--- src/core/khc_pkg.sv ---
// constants shared by the host command decoder
package khc_pkg;
  // ----------------------------------------------------------------
  // bus-side slave address and command codes
  // ----------------------------------------------------------------
  localparam logic [6:0] SLAVE_ADDR = 7'h51;
  localparam logic [7:0] CMD_QUEUE_READ = 8'h20;
  localparam logic [7:0] CMD_QUEUE_REREAD = 8'h21;
  localparam logic [7:0] CMD_DEBOUNCE = 8'h22;
  localparam logic [7:0] CMD_PORT_IN = 8'h30;
  localparam logic [7:0] CMD_PORT_OUT = 8'h31;
  localparam logic [7:0] CMD_PORT_DIR = 8'h32;
  localparam logic [7:0] CMD_PHASE_A = 8'h40;
  localparam logic [7:0] CMD_PHASE_B = 8'h41;
  localparam logic [7:0] CMD_PULSE_CTRL = 8'h42;
  localparam logic [7:0] CMD_READ_INT = 8'hd0;
  localparam logic [7:0] CMD_EDGE_IRQ = 8'hd1;
  localparam logic [7:0] CMD_READ_STATUS = 8'he0;
  localparam logic [7:0] CMD_SCAN_REQ = 8'he3;
  localparam logic [7:0] CMD_ACTIVE = 8'he4;
  localparam logic [7:0] CMD_READ_ERROR = 8'hf0;
  // ----------------------------------------------------------------
  // code layouts and reset values
  // ----------------------------------------------------------------
  localparam int INT_KEY = 0;
  localparam int INT_EDGE0 = 1;
  localparam int INT_EDGE1 = 2;
  localparam int INT_ERROR = 3;
  localparam int ERR_CMDUNK = 1;
  localparam int ERR_KEYOVR = 2;
  localparam int ERR_FIFOOVR = 6;
  localparam int PULLUP_ONLY_PIN = 3;
  localparam logic [7:0] STAT_RESET = 8'h00;
  localparam logic [7:0] STAT_WAKE = 8'h02;
  localparam logic [7:0] STAT_ACK = 8'h06;
  localparam logic [7:0] STAT_NOACK = 8'h15;
  localparam logic [7:0] DEBOUNCE_DEFAULT = 8'h03;
  localparam logic [7:0] ACTIVE_DEFAULT = 8'ha7;
  localparam logic [3:0] QUEUE_MAX = 4'he;
  localparam logic [4:0] READ_MAX_BYTES = 5'h10;
  // ----------------------------------------------------------------
  // timing: one halt-timer step is 3 ms
  // ----------------------------------------------------------------
  localparam int STEP_MS = 3;
  localparam int CLK_KHZ = 100000;
  localparam int STEP_CYCLES = STEP_MS * CLK_KHZ;
  // ----------------------------------------------------------------
  // AXI4-Lite register map
  // ----------------------------------------------------------------
  localparam logic [7:0] REG_CTRL = 8'h00;
  localparam logic [7:0] REG_STATUS = 8'h04;
  localparam logic [1:0] RESP_OKAY = 2'h0;
  localparam logic [1:0] RESP_SLVERR = 2'h2;
  typedef enum logic [1:0] {BUS_IDLE, BUS_ADDR, BUS_RX, BUS_TX} khc_bus_state_t;
endpackage : khc_pkg

--- src/core/khc_host_command.sv ---
// host command decoder with port pins, edge interrupts and event queue
`timescale 1ns/100ps
// Behaviour
// RL1: pin state from direction and output bits
// RL2: pin three pulls up whenever input
// RL3: command d1 enables pin edge interrupts
// RL4: every enabled pin edge asserts interrupt
// RL5: enabled pin edge wakes from halt
// RL6: one enabled pin sets both edge bits
// RL7: 0x20 returns queued events and pops
// RL8: 0x21 replays last read, no pop
// RL9: 0x22 sets debounce, zero ignored
// RL10: 0x30 returns pin levels, upper zero
// RL11: 0x31 loads per-pin output bits
// RL12: 0x32 loads per-pin direction bits
// RL13: 0x40 loads first pulse phase length
// RL14: 0x41 loads second pulse phase length
// RL15: 0x42 loads three pulse control bits
// RL16: 0xd0 returns and clears interrupt code
// RL17: 0xe3 requests a keypad rescan
// RL18: 0xe4 sets inactivity time before halt
// RL19: host keeps active time above debounce
// RL20: 0xf0 returns and clears error code
// RL21: interrupt code bit layout
// RL22: 0xe0 returns the status code
// RL23: byte after write address is command
// RL24: undefined data bits ignored, read zero
// RL25: unknown command raises error flag
module khc_host_command #(
  parameter int STEP_CYCLES = khc_pkg::STEP_CYCLES
) (
  input wire logic clk,
  input wire logic rst_n,
  // AXI4-Lite slave
  input wire logic awvalid,
  output logic awready,
  input wire logic [7:0] awaddr,
  input wire logic wvalid,
  output logic wready,
  input wire logic [31:0] wdata,
  input wire logic [3:0] wstrb,
  output logic bvalid,
  input wire logic bready,
  output logic [1:0] bresp,
  input wire logic arvalid,
  output logic arready,
  input wire logic [7:0] araddr,
  output logic rvalid,
  input wire logic rready,
  output logic [31:0] rdata,
  output logic [1:0] rresp,
  // two-wire host bus
  input wire logic sclIn,
  input wire logic sdaIn,
  output logic sdaOut,
  output logic sdaOe_n,
  output logic irqN,
  // port pins
  input wire logic [3:0] pinIn,
  output logic [3:0] pinOut,
  output logic [3:0] pinOe_n,
  output logic [3:0] pinPullup,
  // key scan engine
  input wire logic keyEvtValid,
  input wire logic [7:0] keyEvtCode,
  input wire logic keyOverrun,
  output logic scanReq,
  output logic [7:0] debounceTime,
  output logic [7:0] activeTime,
  output logic halted,
  // pulse output timing
  output logic [15:0] phaseATime,
  output logic [15:0] phaseBTime,
  output logic [2:0] pulseCtrl,
  output logic pulseCtrlStrobe
);
  // ----------------------------------------------------------------
  // input synchronisers and edge detection
  // ----------------------------------------------------------------
  logic [5:0] sync1_r, sync2_r, prev_r;
  always_ff @(posedge clk) begin
    if (!rst_n) begin
      sync1_r <= 6'h3f;
      sync2_r <= 6'h3f;
      prev_r <= 6'h3f;
    end else begin
      sync1_r <= {pinIn, sdaIn, sclIn};
      sync2_r <= sync1_r;
      prev_r <= sync2_r;
    end
  end
  logic sclS, sdaS, sclRise, sclFall, busStart, busStop;
  logic [3:0] pinS;
  assign sclS = sync2_r[0];
  assign sdaS = sync2_r[1];
  assign pinS = sync2_r[5:2];
  assign sclRise = sclS & ~prev_r[0];
  assign sclFall = ~sclS & prev_r[0];
  assign busStart = sclS & prev_r[0] & prev_r[1] & ~sdaS;
  assign busStop = sclS & prev_r[0] & ~prev_r[1] & sdaS;

  // ----------------------------------------------------------------
  // AXI4-Lite slave
  // ----------------------------------------------------------------
  logic awHeld_r, wHeld_r, busEnable_r;
  logic [7:0] awAddr_r;
  logic [31:0] wData_r;
  logic [3:0] wStrb_r;
  logic [31:0] statusWord;
  logic [3:0] qCount_r;
  logic [7:0] intCode_r, errCode_r, statCode_r;
  assign awready = ~awHeld_r & ~bvalid;
  assign wready = ~wHeld_r & ~bvalid;
  assign arready = ~rvalid;
  assign statusWord = {3'h0, halted, qCount_r, errCode_r, intCode_r, statCode_r};
  always_ff @(posedge clk) begin
    if (!rst_n) begin
      awHeld_r <= 1'b0;
      wHeld_r <= 1'b0;
      awAddr_r <= 8'h00;
      wData_r <= 32'h0;
      wStrb_r <= 4'h0;
      bvalid <= 1'b0;
      bresp <= khc_pkg::RESP_OKAY;
      busEnable_r <= 1'b1;
    end else begin
      if (awvalid && awready) begin
        awHeld_r <= 1'b1;
        awAddr_r <= awaddr;
      end
      if (wvalid && wready) begin
        wHeld_r <= 1'b1;
        wData_r <= wdata;
        wStrb_r <= wstrb;
      end
      if (awHeld_r && wHeld_r && !bvalid) begin
        awHeld_r <= 1'b0;
        wHeld_r <= 1'b0;
        bvalid <= 1'b1;
        if (awAddr_r == khc_pkg::REG_CTRL) begin
          bresp <= khc_pkg::RESP_OKAY;
          if (wStrb_r[0]) busEnable_r <= wData_r[0];
        end else begin
          bresp <= (awAddr_r == khc_pkg::REG_STATUS) ? khc_pkg::RESP_OKAY : khc_pkg::RESP_SLVERR;
        end
      end else if (bvalid && bready) begin
        bvalid <= 1'b0;
      end
    end
  end
  always_ff @(posedge clk) begin
    if (!rst_n) begin
      rvalid <= 1'b0;
      rdata <= 32'h0;
      rresp <= khc_pkg::RESP_OKAY;
    end else if (arvalid && arready) begin
      rvalid <= 1'b1;
      rresp <= khc_pkg::RESP_OKAY;
      if (araddr == khc_pkg::REG_CTRL) rdata <= {31'h0, busEnable_r};
      else if (araddr == khc_pkg::REG_STATUS) rdata <= statusWord;
      else begin
        rdata <= 32'h0;
        rresp <= khc_pkg::RESP_SLVERR;
      end
    end else if (rvalid && rready) begin
      rvalid <= 1'b0;
    end
  end

  // ----------------------------------------------------------------
  // two-wire byte engine
  // ----------------------------------------------------------------
  khc_pkg::khc_bus_state_t state_r;
  logic [3:0] bitCnt_r;
  logic ackPhase_r, sdaOeN_r;
  logic [7:0] rxShift_r, txShift_r, txSel, cmd_r;
  logic [4:0] byteIdx_r, txIdx_r;
  logic byteDone, rxCmdByte, rxDataByte, txLoad, addrMatch;
  assign byteDone = (state_r != khc_pkg::BUS_IDLE) && sclFall && !ackPhase_r && (bitCnt_r == 4'h8);
  assign addrMatch = rxShift_r[7:1] == khc_pkg::SLAVE_ADDR;
  assign rxCmdByte = byteDone && (state_r == khc_pkg::BUS_RX) && (byteIdx_r == 5'h0); // [RL23]
  assign rxDataByte = byteDone && (state_r == khc_pkg::BUS_RX) && (byteIdx_r != 5'h0);
  assign txLoad = sclFall && ackPhase_r && (state_r == khc_pkg::BUS_TX);
  assign sdaOut = 1'b0;
  assign sdaOe_n = sdaOeN_r;
  always_ff @(posedge clk) begin
    if (!rst_n) begin
      state_r <= khc_pkg::BUS_IDLE;
      bitCnt_r <= 4'h0;
      ackPhase_r <= 1'b0;
      sdaOeN_r <= 1'b1;
      rxShift_r <= 8'h00;
      txShift_r <= 8'h00;
      byteIdx_r <= 5'h0;
      txIdx_r <= 5'h0;
    end else if (busStart && busEnable_r) begin
      state_r <= khc_pkg::BUS_ADDR;
      bitCnt_r <= 4'h0;
      ackPhase_r <= 1'b0;
      sdaOeN_r <= 1'b1;
      byteIdx_r <= 5'h0;
      txIdx_r <= 5'h0;
    end else if (busStop) begin
      state_r <= khc_pkg::BUS_IDLE;
      sdaOeN_r <= 1'b1;
    end else if (state_r != khc_pkg::BUS_IDLE) begin
      if (sclRise) begin
        if (!ackPhase_r) begin
          rxShift_r <= {rxShift_r[6:0], sdaS};
          bitCnt_r <= bitCnt_r + 4'h1;
        end else if (state_r == khc_pkg::BUS_TX && sdaS) begin
          // master refused the byte: release the line and wait for stop
          state_r <= khc_pkg::BUS_IDLE;
        end
      end else if (byteDone) begin
        ackPhase_r <= 1'b1;
        sdaOeN_r <= 1'b1;
        case (state_r)
          khc_pkg::BUS_ADDR: begin
            if (!addrMatch) state_r <= khc_pkg::BUS_IDLE;
            else begin
              sdaOeN_r <= 1'b0;
              state_r <= rxShift_r[0] ? khc_pkg::BUS_TX : khc_pkg::BUS_RX;
            end
          end
          khc_pkg::BUS_RX: begin
            sdaOeN_r <= 1'b0;
            if (byteIdx_r != 5'h1f) byteIdx_r <= byteIdx_r + 5'h1;
          end
          default: sdaOeN_r <= 1'b1;
        endcase
      end else if (sclFall) begin
        if (ackPhase_r) begin
          ackPhase_r <= 1'b0;
          bitCnt_r <= 4'h0;
          sdaOeN_r <= 1'b1;
          if (state_r == khc_pkg::BUS_TX) begin
            txShift_r <= txSel;
            sdaOeN_r <= txSel[7];
            if (txIdx_r != 5'h1f) txIdx_r <= txIdx_r + 5'h1;
          end
        end else if (state_r == khc_pkg::BUS_TX) begin
          txShift_r <= {txShift_r[6:0], 1'b0};
          sdaOeN_r <= txShift_r[6];
        end
      end
    end
  end

  // ----------------------------------------------------------------
  // command decode and write commands
  // ----------------------------------------------------------------
  logic cmdKnown;
  logic [3:0] portOut_r, portDir_r;
  logic [1:0] edgeEn_r;
  logic [7:0] phaseHold_r;
  always_comb begin
    case (rxShift_r)
      khc_pkg::CMD_QUEUE_READ, khc_pkg::CMD_QUEUE_REREAD, khc_pkg::CMD_DEBOUNCE, khc_pkg::CMD_PORT_IN,
      khc_pkg::CMD_PORT_OUT, khc_pkg::CMD_PORT_DIR, khc_pkg::CMD_PHASE_A, khc_pkg::CMD_PHASE_B,
      khc_pkg::CMD_PULSE_CTRL, khc_pkg::CMD_READ_INT, khc_pkg::CMD_EDGE_IRQ, khc_pkg::CMD_READ_STATUS,
      khc_pkg::CMD_SCAN_REQ, khc_pkg::CMD_ACTIVE, khc_pkg::CMD_READ_ERROR: cmdKnown = 1'b1;
      default: cmdKnown = 1'b0;
    endcase
  end
  always_ff @(posedge clk) begin
    if (!rst_n) begin
      cmd_r <= 8'h00;
      scanReq <= 1'b0;
      pulseCtrlStrobe <= 1'b0;
      debounceTime <= khc_pkg::DEBOUNCE_DEFAULT;
      activeTime <= khc_pkg::ACTIVE_DEFAULT;
      portOut_r <= 4'h0;
      portDir_r <= 4'h0;
      edgeEn_r <= 2'h0;
      phaseHold_r <= 8'h00;
      phaseATime <= 16'h0;
      phaseBTime <= 16'h0;
      pulseCtrl <= 3'h0;
    end else begin
      scanReq <= rxCmdByte && (rxShift_r == khc_pkg::CMD_SCAN_REQ); // [RL17]
      pulseCtrlStrobe <= 1'b0;
      if (rxCmdByte) cmd_r <= rxShift_r; // [RL23]
      if (rxDataByte) begin
        case (cmd_r)
          // zero is outside the valid range, so it leaves the setting alone
          khc_pkg::CMD_DEBOUNCE: if (rxShift_r != 8'h00) debounceTime <= rxShift_r; // [RL9]
          khc_pkg::CMD_ACTIVE: if (rxShift_r != 8'h00) activeTime <= rxShift_r; // [RL18]
          khc_pkg::CMD_PORT_OUT: portOut_r <= rxShift_r[3:0]; // [RL11] [RL24]
          khc_pkg::CMD_PORT_DIR: portDir_r <= rxShift_r[3:0]; // [RL12] [RL24]
          khc_pkg::CMD_EDGE_IRQ: edgeEn_r <= rxShift_r[1:0]; // [RL3] [RL24]
          khc_pkg::CMD_PHASE_A, khc_pkg::CMD_PHASE_B: begin
            // high byte first; the value commits on the low byte
            if (byteIdx_r == 5'h1) phaseHold_r <= rxShift_r;
            else if (byteIdx_r == 5'h2 && cmd_r == khc_pkg::CMD_PHASE_A) phaseATime <= {phaseHold_r, rxShift_r}; // [RL13]
            else if (byteIdx_r == 5'h2) phaseBTime <= {phaseHold_r, rxShift_r}; // [RL14]
          end
          khc_pkg::CMD_PULSE_CTRL: begin
            pulseCtrl <= rxShift_r[2:0]; // [RL15] [RL24]
            pulseCtrlStrobe <= 1'b1;
          end
          default: pulseCtrlStrobe <= 1'b0;
        endcase
      end
    end
  end

  // ----------------------------------------------------------------
  // port pins and edge detection
  // ----------------------------------------------------------------
  genvar gi;
  generate
    for (gi = 0; gi < 4; gi++) begin : g_pin
      assign pinOut[gi] = portOut_r[gi]; // [RL1]
      assign pinOe_n[gi] = ~portDir_r[gi]; // [RL1]
      if (gi == khc_pkg::PULLUP_ONLY_PIN) begin : g_pu
        assign pinPullup[gi] = ~portDir_r[gi]; // [RL2]
      end else begin : g_sel
        assign pinPullup[gi] = ~portDir_r[gi] & portOut_r[gi]; // [RL1]
      end
    end
  endgenerate
  logic [1:0] pinEdge;
  logic edgeAny;
  assign pinEdge = (pinS[1:0] ^ prev_r[3:2]) & edgeEn_r; // [RL4]
  assign edgeAny = |pinEdge;

  // ----------------------------------------------------------------
  // event queue
  // ----------------------------------------------------------------
  logic [7:0] queueMem_r [16];
  logic [3:0] wrPtr_r, rdPtr_r, replayBase_r;
  logic [4:0] replayLen_r;
  logic push, pop, firstByte;
  assign push = keyEvtValid && (qCount_r != khc_pkg::QUEUE_MAX);
  assign firstByte = txIdx_r == 5'h0;
  assign pop = txLoad && (cmd_r == khc_pkg::CMD_QUEUE_READ) && (txIdx_r < khc_pkg::READ_MAX_BYTES)
               && (qCount_r != 4'h0); // [RL7]
  always_ff @(posedge clk) begin
    if (push) queueMem_r[wrPtr_r] <= keyEvtCode;
  end
  always_ff @(posedge clk) begin
    if (!rst_n) begin
      wrPtr_r <= 4'h0;
      rdPtr_r <= 4'h0;
      qCount_r <= 4'h0;
      replayBase_r <= 4'h0;
      replayLen_r <= 5'h0;
    end else begin
      if (push) wrPtr_r <= wrPtr_r + 4'h1;
      if (pop) rdPtr_r <= rdPtr_r + 4'h1;
      if (push && !pop) qCount_r <= qCount_r + 4'h1;
      else if (pop && !push) qCount_r <= qCount_r - 4'h1;
      // remember where the last queue read began so it can be replayed
      if (txLoad && cmd_r == khc_pkg::CMD_QUEUE_READ) begin
        if (firstByte) begin
          replayBase_r <= rdPtr_r; // [RL8]
          replayLen_r <= {4'h0, pop};
        end else if (pop) begin
          replayLen_r <= replayLen_r + 5'h1;
        end
      end
    end
  end
  // a replay after new events wrapped the buffer may show overwritten slots
  logic [3:0] replayIdx;
  assign replayIdx = replayBase_r + txIdx_r[3:0];
  always_comb begin
    case (cmd_r)
      khc_pkg::CMD_QUEUE_READ: txSel = pop ? queueMem_r[rdPtr_r] : 8'h00; // [RL7]
      khc_pkg::CMD_QUEUE_REREAD: txSel = (txIdx_r < replayLen_r) ? queueMem_r[replayIdx] : 8'h00; // [RL8]
      khc_pkg::CMD_PORT_IN: txSel = {4'h0, pinS}; // [RL10]
      khc_pkg::CMD_READ_INT: txSel = {4'h0, intCode_r[3:0]}; // [RL16] [RL24]
      khc_pkg::CMD_READ_STATUS: txSel = {3'h0, statCode_r[4:0]}; // [RL22]
      khc_pkg::CMD_READ_ERROR: txSel = {1'b0, errCode_r[6:0]}; // [RL20]
      default: txSel = 8'h00;
    endcase
  end

  // ----------------------------------------------------------------
  // interrupt, error and status codes
  // ----------------------------------------------------------------
  logic [7:0] errSet, intSet;
  logic intClr, errClr, cmdUnknown;
  assign cmdUnknown = rxCmdByte && !cmdKnown;
  assign intClr = txLoad && (cmd_r == khc_pkg::CMD_READ_INT);
  assign errClr = txLoad && (cmd_r == khc_pkg::CMD_READ_ERROR);
  always_comb begin
    errSet = 8'h00;
    errSet[khc_pkg::ERR_CMDUNK] = cmdUnknown; // [RL25]
    errSet[khc_pkg::ERR_KEYOVR] = keyOverrun;
    errSet[khc_pkg::ERR_FIFOOVR] = keyEvtValid && !push;
    intSet = 8'h00;
    intSet[khc_pkg::INT_KEY] = push; // [RL21]
    intSet[khc_pkg::INT_ERROR] = |errSet; // [RL21]
    if (&edgeEn_r) begin
      intSet[khc_pkg::INT_EDGE0] = pinEdge[0]; // [RL6]
      intSet[khc_pkg::INT_EDGE1] = pinEdge[1]; // [RL6]
    end else begin
      intSet[khc_pkg::INT_EDGE0] = edgeAny; // [RL6]
      intSet[khc_pkg::INT_EDGE1] = edgeAny; // [RL6]
    end
  end
  // new events win over a clear in the same cycle
  always_ff @(posedge clk) begin
    if (!rst_n) begin
      intCode_r <= 8'h00;
      errCode_r <= 8'h00;
      irqN <= 1'b1;
    end else begin
      intCode_r <= (intClr ? 8'h00 : intCode_r) | intSet; // [RL16]
      errCode_r <= (errClr ? 8'h00 : errCode_r) | errSet; // [RL20]
      irqN <= ~|((intClr ? 8'h00 : intCode_r) | intSet); // [RL4] [RL16]
    end
  end
  always_ff @(posedge clk) begin
    if (!rst_n) statCode_r <= khc_pkg::STAT_RESET;
    else if (halted && edgeAny) statCode_r <= khc_pkg::STAT_WAKE;
    else if (rxCmdByte) statCode_r <= cmdKnown ? khc_pkg::STAT_ACK : khc_pkg::STAT_NOACK;
  end

  // ----------------------------------------------------------------
  // inactivity timer and halt
  // ----------------------------------------------------------------
  // the host keeps the active time above the debounce time [RL19]
  logic [31:0] stepCnt_r;
  logic [7:0] idleSteps_r;
  logic step, activity;
  assign step = stepCnt_r == 32'(STEP_CYCLES - 1);
  assign activity = keyEvtValid | busStart | edgeAny | ~irqN;
  always_ff @(posedge clk) begin
    if (!rst_n) stepCnt_r <= 32'h0;
    else if (step) stepCnt_r <= 32'h0;
    else stepCnt_r <= stepCnt_r + 32'h1;
  end
  always_ff @(posedge clk) begin
    if (!rst_n) begin
      idleSteps_r <= 8'h00;
      halted <= 1'b0;
    end else if (activity) begin
      idleSteps_r <= 8'h00;
      halted <= 1'b0; // [RL5]
    end else if (step && !halted) begin
      if (idleSteps_r >= activeTime) halted <= 1'b1; // [RL18]
      else idleSteps_r <= idleSteps_r + 8'h01;
    end
  end
endmodule : khc_host_command

--- config.mk ---
export PLATFORM = sky130hd
export DESIGN_NAME = khc_host_command
export DESIGN_NICKNAME = d
export VERILOG_FILES = /design/src/core/khc_pkg.sv /design/src/core/khc_host_command.sv
export SDC_FILE = /design/constraint.sdc
export NUM_CORES = 1
export LEC_CHECK = 0
export ABC_AREA = 1
export ABC_CLOCK_PERIOD_IN_PS = 3400
export BUFFER_PORTS_ARGS = -buffer_cell sky130_fd_sc_hd__buf_2
export CORE_MARGIN = 2
export CORE_UTILIZATION = 30
export DETAILED_ROUTE_END_ITERATION = 10
export GPL_ROUTABILITY_DRIVEN = 0
export SYNTH_ARGS = -nofsm -noshare
export SYNTH_HDL_FRONTEND = slang
export SYNTH_SLANG_ARGS = --single-unit
--- constraint.sdc ---
create_clock -name clk -period 3.4 [get_ports clk]
set_clock_uncertainty 0.2 [all_clocks]
set_input_delay 0.34 -clock clk [delete_from_list [all_inputs] [get_ports clk]]
set_output_delay 0.34 -clock clk [all_outputs]
set_load 0.02 [all_outputs]
==> impl_metrics.yaml, run 1 <==
run_status:
  status: "completed"
worst_setup_path:
  critPathArrivalTime_ps: 3380
  worstPathCellList: "dlygate4sd3_1, buf_4, buf_4, o21ai_0, dlygate4sd3_1, nor2_1, dlygate4sd3_1"
  path_delay_family: "buffers and inverters"
  critical_path.most_common_cell: "dlygate4sd3_1"
  regToRegSetupSlack_ps: 340
  cp_max_fo: 119
  critPathMaxStageDelay_ps: 800
  critPathRequiredTime_ps: 3710
  cp_num_buf_inv: 5
  slowest_stage: "buf_4"
  end_kind: "flip-flop"
  critical_path_class: "in -> reg"
  worst_setup_path_start_kind: "input pin"
synthesis:
  syn-instance-count: 2194
  synthTopCellsByArea: "dfxtp_1, edfxtp_1, nand2_1"
  yosysTopAreaCellShare_pct: 28.3
  yosysWarnings: 0
  synth-async-reset-ratio_pct: 0
  yosys-top-cells-count: "nand2_1, dfxtp_1, nand3_1"
  syn-cell-area_mm2: 0.0174
  syn_avg_cell_area_um2: 7.92
  synth.distinct_cells: 51
  synth-edff-count: 128
  synth_ff_type: "dfxtp_1"
  yosys.area.top_type: "dfxtp_1"
  synth.most_common_cell: "nand2_1"
  ys_ff_latch: 374
  ys_seq_area_share_pct: 50.5
global_route:
  grt_max_degree: 120
  grt-ovfl-total: 0
  grt_use_total_pct: 16.2
  first_global_vias: 15200
  grt_first_pass_wirelength_um: 78500
  antenna_found_initial: 2
floorplan:
  rows: 88
  coreArea_mm2: 0.0575
  die_h_um: 245
  die-area_mm2: 0.0598
  die_x_um: 245
  pin_count: 185
  initial_core_util_pct: 30.2
clock_tree:
  numClockSinks: 374
  insertion_delay_ps: 570
  cts-root-buf: "clkbuf_16"
  postCtsSetupRepairBufs: 0
  clock_path_buffers: 3
  cts_tree: "yes"
  htreeDepth: 2
  cts-buffers-inserted: 42
  cts.clk_slew.worst_paths_ps: 60
cells_and_area:
  layout-drive-gt1-share_pct: 11.9
  layout.nets: 2480
  utilization_pct: 36.3
  area_growth_pct: 20.0
power_and_ir_drop:
  switching_share_pct: 22.1
  max-vdd-ir-drop_v: 0.000328
  sequentialPowerShare_pct: 47.4
  p_leak_uw: 0.00852
  p_per_area_mw_per_mm2: 478
  switchingPower_uw: 2200
  p_int_uw: 7750
  p_clk_share_pct: 48.5
  power_frac_comb_pct: 4.1
place:
  hpwlAfterDp_um: 32900
  port_buffers: 135
routing:
  drc: 0
  viasPerCell: 4.90
  drtAntennaViolNets: 0
  drt_iter0_markers: 1166
  wl_per_cell_um: 15.6
  dr.pass1.iters: 5
  drt_wl_total_um: 49300
  vias: 15500
sta:
  post-route-min-period_ps: 3070
  hold_viol_final: 0
  drv_slew: 0
  slew-limit-headroom_pct: 28.3
  setup_tns_ps: 0
  setup_viol: 0
  fmax_ghz: 0.326
  tightest_slew_ps: 1070
  rsz0062_at_grt: "no"
  period_share_pct: 90.3
job:
  drv_cap: 0
min_path:
  holdCritPathClass: "in -> reg"
repair_timing:
item | in CTS | in global routing
endpoints found under the setup margin | 0 | 1
gates resized for setup | 0 | 1
hold buffers | 48 | 0
hold endpoints to repair | 151 | 0
area by class of cell:
type / count / area, um2
Fill cell: 5861 / 36600
Multi-Input combinational cell: 1524 / 7400
Timing Repair Buffer: 219 / 1450
Antenna cell: 1 / 2.50
Clock buffer: 60 / 1280
Clock inverter: 18 / 216
Inverter: 203 / 764
Sequential cell: 374 / 8770
Tap cell: 765 / 957
worst min-delay path, delay by kind of cell:
| kind | cells | cell delay [ps] |
|---|---|---|
| buffers and inverters | 2 | 290 |
| AND/OR/NAND/NOR | 2 | 140 |
| AO/OA/AOI/OAI | 1 | 50 |
cell families (layout without fill, tap and decap cells):
group | Yosys count | count (layout) | synth area share (%)
buf+inv | 310 | 500 | 7.27
other cells | 1 | 16 | 0.0216
simple gates | 1062 | 1062 | 26.5
fa+ha+maj | 41 | 41 | 3.04
flops | 374 | 374 | 50.5
compound gates | 379 | 379 | 11.3
xor+xnor | 27 | 27 | 1.40
sequential cells by signal, summed over array words and instances, names as in the netlist, 7 cells and up, named ones only:
register,count
activeTime,8
awAddr_r,8
txShift_r,7
debounceTime,8
rxShift_r,8
cmd_r,8
rdata,20
intCode_r,8
queueMem_r,128
phaseBTime,16
idleSteps_r,8
phaseHold_r,8
phaseATime,16
stepCnt_r,32
path summary, 6_finish.rpt:
check	startpoint	end	depth (start not counted)
max	rst_n	wStrb_r[0]	7
min	arvalid	rdata[28]	5
max reg2reg	sync2_r[0]	qCount_r[3]	18
min reg2reg	sync1_r[3]	sync2_r[3]	1
power groups by stage:
stage          Clock (uW)  Sequential [uW]  Combinational (uW)
2_1_floorplan           0             4810                 226
3_3_place_gp            0             4810                 337
3_5_place_dp            0             4810                 347
4_1_cts              4940             4720                 397
5_1_grt              5110             4720                 449
6_report             4830             4720                 404
through the flow:
step	cell area (um2)	total power (uW)	hold slack (ps)	worst slack (ps)	instances
2_1_floorplan	17400	5040	193	552	2208
3_3_place_gp	18900	5150	196	318	3037
3_5_place_dp	18900	5160	200	296	3037
4_1_cts	20800	10100	64.0	290	3163
5_1_grt	20800	10300	110	7.00	3163
6_report	20800	9950	107	331	3164
placed cells by master, fill, tap and decap left out, types with 7 or more instances in the layout:
| cell | instances |
|---|---|
| clkbuf_16 | 45 |
| nor3_1 | 42 |
| a21oi_1 | 194 |
| nand2_1 | 547 |
| nor2_1 | 165 |
| nand3_1 | 221 |
| nand4_1 | 34 |
| conb_1 | 15 |
| clkinv_1 | 11 |
| inv_1 | 189 |
| xnor2_1 | 12 |
| o21ai_1 | 16 |
| nor4_1 | 12 |
| ha_1 | 38 |
| or2_2 | 17 |
| buf_4 | 35 |
| o21ai_0 | 144 |
| inv_2 | 7 |
| buf_2 | 134 |
| clkbuf_8 | 9 |
| dlygate4sd3_1 | 48 |
| edfxtp_1 | 128 |
| o211ai_1 | 9 |
| xor2_1 | 14 |
| dfxtp_1 | 245 |
layer usage:
| metal | vias to the layer above | share of wire [%] | global-route usage, % |
|---|---|---|---|
| li1 | 7620 | - | - |
| met5 | - | 0 | 0 |
| met2 | 516 | 47 | 27.0 |
| met4 | 0 | 3.7 | 6.71 |
| met1 | 7256 | 43 | 20.1 |
| met3 | 118 | 7.0 | 3.53 |
Power figures use the tool's default switching activity.
==> inputs of run 2 (changes only) <==
Settings changed: ABC_AREA 1 to 0.
==> impl_metrics.yaml, run 2 <==
power_and_ir_drop:
  p_leak_uw: 0.00736
  switchingPower_uw: 2130
  switching_share_pct: 21.5
  p_per_area_mw_per_mm2: 491
  power_frac_comb_pct: 3.8
  p_int_uw: 7770
  p_clk_share_pct: 48.5
  sequentialPowerShare_pct: 47.7
  max-vdd-ir-drop_v: 0.000295
synthesis:
  syn_avg_cell_area_um2: 11.4
  ys_seq_area_share_pct: 52.6
  synth-edff-count: 128
  synth-async-reset-ratio_pct: 0
  yosysWarnings: 0
  synth.distinct_cells: 77
  syn-instance-count: 1464
  yosysTopAreaCellShare_pct: 29.6
  yosys-top-cells-count: "dfxtp_1, nor2_1, edfxtp_1"
  synth_ff_type: "dfxtp_1"
  ys_ff_latch: 374
  synth.most_common_cell: "dfxtp_1"
  syn-cell-area_mm2: 0.0167
  yosys.area.top_type: "dfxtp_1"
  synthTopCellsByArea: "dfxtp_1, edfxtp_1, mux4_2"
cells_and_area:
  mostFrequentLayoutCells: "dfxtp_1, nor2_1, buf_2"
  top_register: "queueMem_r"
  reg.largest.list: "queueMem_r x128, stepCnt_r x32, rdata x20"
  regArea_mm2: 0.00877
  fill_cells: 5357
  area_growth_pct: 21.0
  multi_input_area_mm2: 0.00734
  largest_reg_flops: 128
  layout_commonest_cell: "dfxtp_1"
  layout-drive-gt1-share_pct: 21.3
  layout.nets: 1767
sta:
  drv_slew: 0
  slew-limit-headroom_pct: 43.2
  fmax_ghz: 0.318
  setup_viol: 0
  period_share_pct: 92.5
  hold_viol_final: 0
  rsz0062_at_grt: "no"
  setup_tns_ps: 0
  setup_ws_ps: 255
  post-route-min-period_ps: 3150
  tightest_slew_ps: 844
worst_setup_path:
  end_kind: "flip-flop"
  cp_max_fo: 32
  r2r-start: "txIdx_r[0]"
  regToRegSetupSlack_ps: 250
  critical_path_class: "reg -> reg"
  worst_setup_path_start_kind: "flip-flop"
  reg2reg_to: "txShift_r[0]"
  critPathArrivalTime_ps: 3370
  reg2reg_depth: 8
  critPathRequiredTime_ps: 3620
  critPathLaunch: "txIdx_r[0]"
floorplan:
  die_h_um: 240
  rows: 86
  die_x_um: 240
  pin_count: 185
  initial_core_util_pct: 30.3
  coreArea_mm2: 0.0550
  die-area_mm2: 0.0574
min_path:
  min_from: "awvalid"
  holdCritPathClass: "in -> reg"
  holdPathEnd: "awAddr_r[0]"
  hold_depth: 4
clock_tree:
  numClockSinks: 374
  clock_path_buffers: 3
  insertion_delay_ps: 580
  cts_tree: "yes"
  htreeDepth: 2
  cts-root-buf: "clkbuf_16"
  cts.clk_slew.worst_paths_ps: 60
  cts-buffers-inserted: 40
  postCtsSetupRepairBufs: 0
routing:
  drtAntennaViolNets: 0
  vias: 11700
  viasPerCell: 4.82
  drt_iter0_markers: 931
  dr.pass1.iters: 5
  drc: 0
  wl_per_cell_um: 17.3
  drt_wl_total_um: 42100
place:
  hpwlAfterDp_um: 29100
  port_buffers: 135
  pre_cts_slack_ps: 285
global_route:
  grt-ovfl-total: 0
  grt_max_degree: 77
  grt_use_total_pct: 14.6
  first_global_vias: 11500
  antenna_found_initial: 3
  grt_first_pass_wirelength_um: 65400
run_status:
  status: "completed"
job:
  drv_cap: 0
run 2: cell count changes after synthesis, sizes merged, moves of 15 or more:
cell	delta
nand3	-190
mux2i	+105
xor2	+21
nand2	-450
or2	-15
nand4	-16
nor3	-16
nor2	+47
a21oi	-133
a22oi	+21
mux4	+69
nand2b	+25
inv	-161
o21ai	-143
run 2: cell families (layout without fill, tap and decap cells):
| family | count (synthesis) | in the layout | synth area share (%) |
|---|---|---|---|
| buffers and inverters | 133 | 337 | 3.62 |
| XOR/XNOR | 56 | 56 | 2.99 |
| AO/OA/AOI/OAI | 157 | 157 | 5.99 |
| multiplexers | 180 | 180 | 16.0 |
| adder cells (fa/ha/maj) | 41 | 41 | 3.17 |
| AND/OR/NAND/NOR | 522 | 522 | 15.5 |
| other | 1 | 18 | 0.0225 |
| flip-flops | 374 | 374 | 52.6 |
run 2: how the worst max path moves through the flow:
stage                         to  slack (ps)  cells past startpoint
floorplan                sdaOe_n         300                      8
global placement     qCount_r[3]         360                     11
detailed placement  txShift_r[0]         280                      8
CTS                 txShift_r[0]         230                      8
global route         qCount_r[3]         110                     13
finish              txShift_r[0]         250                      8
run 2: routing by layer:
| layer | global-route usage [%] | share of wire, % | vias up |
|---|---|---|---|
| met1 | 18.6 | 43 | 5684 |
| met4 | 4.77 | 2.3 | 0 |
| met3 | 3.07 | 6.5 | 68 |
| met2 | 24.7 | 48 | 333 |
| met5 | 0 | 0 | - |
| li1 | - | - | 5642 |
run 2: stage by stage:
| stage | cells | hold slack (ps) | instance area, um2 | total power [uW] | utilization [%] |
|---|---|---|---|---|---|
| after global placement | 2322 | 239 | 18300 | 5150 | 33.4 |
| after floorplan | 1478 | 186 | 16700 | 5030 | - |
| after detailed placement | 2322 | 241 | 18300 | 5160 | 33.4 |
| after CTS | 2430 | 77.1 | 20200 | 10000 | 36.7 |
| after global routing | 2433 | 122 | 20200 | 10200 | 36.7 |
| final | 2433 | 74.8 | 20200 | 9890 | 36.7 |
run 2: repair_timing:
action                                 4_1_cts  5_1_grt
endpoints found under the hold margin      156        0
gates resized for setup                      0        0
hold buffers                                35        0
run 2: power by group through the flow:
stage | Combinational, uW | Sequential (uW) | Clock (uW)
6_report | 372 | 4720 | 4800
3_3_place_gp | 338 | 4820 | 0
3_5_place_dp | 343 | 4820 | 0
2_1_floorplan | 227 | 4810 | 0
4_1_cts | 375 | 4720 | 4920
5_1_grt | 411 | 4730 | 5100
run 2: worst max-delay path, cell delays in order, from the launching register on:
cell	delay, ps
dfxtp_1	370
ha_2	220
fa_1	550
buf_12	230
mux4_2	350
mux4_2	470
a211oi_1	310
a2bb2oi_1	210
nor2_1	50
run 2: area by class of cell:
type / instances / share of cell area (%)
Timing Repair Buffer: 227 / 7.46
Clock buffer: 56 / 5.76
Multi-Input combinational cell: 971 / 36.4
Inverter: 37 / 0.701
Sequential cell: 374 / 43.5
Clock inverter: 17 / 1.50
Tap cell: 748 / 4.64
Antenna cell: 3 / 0.0372
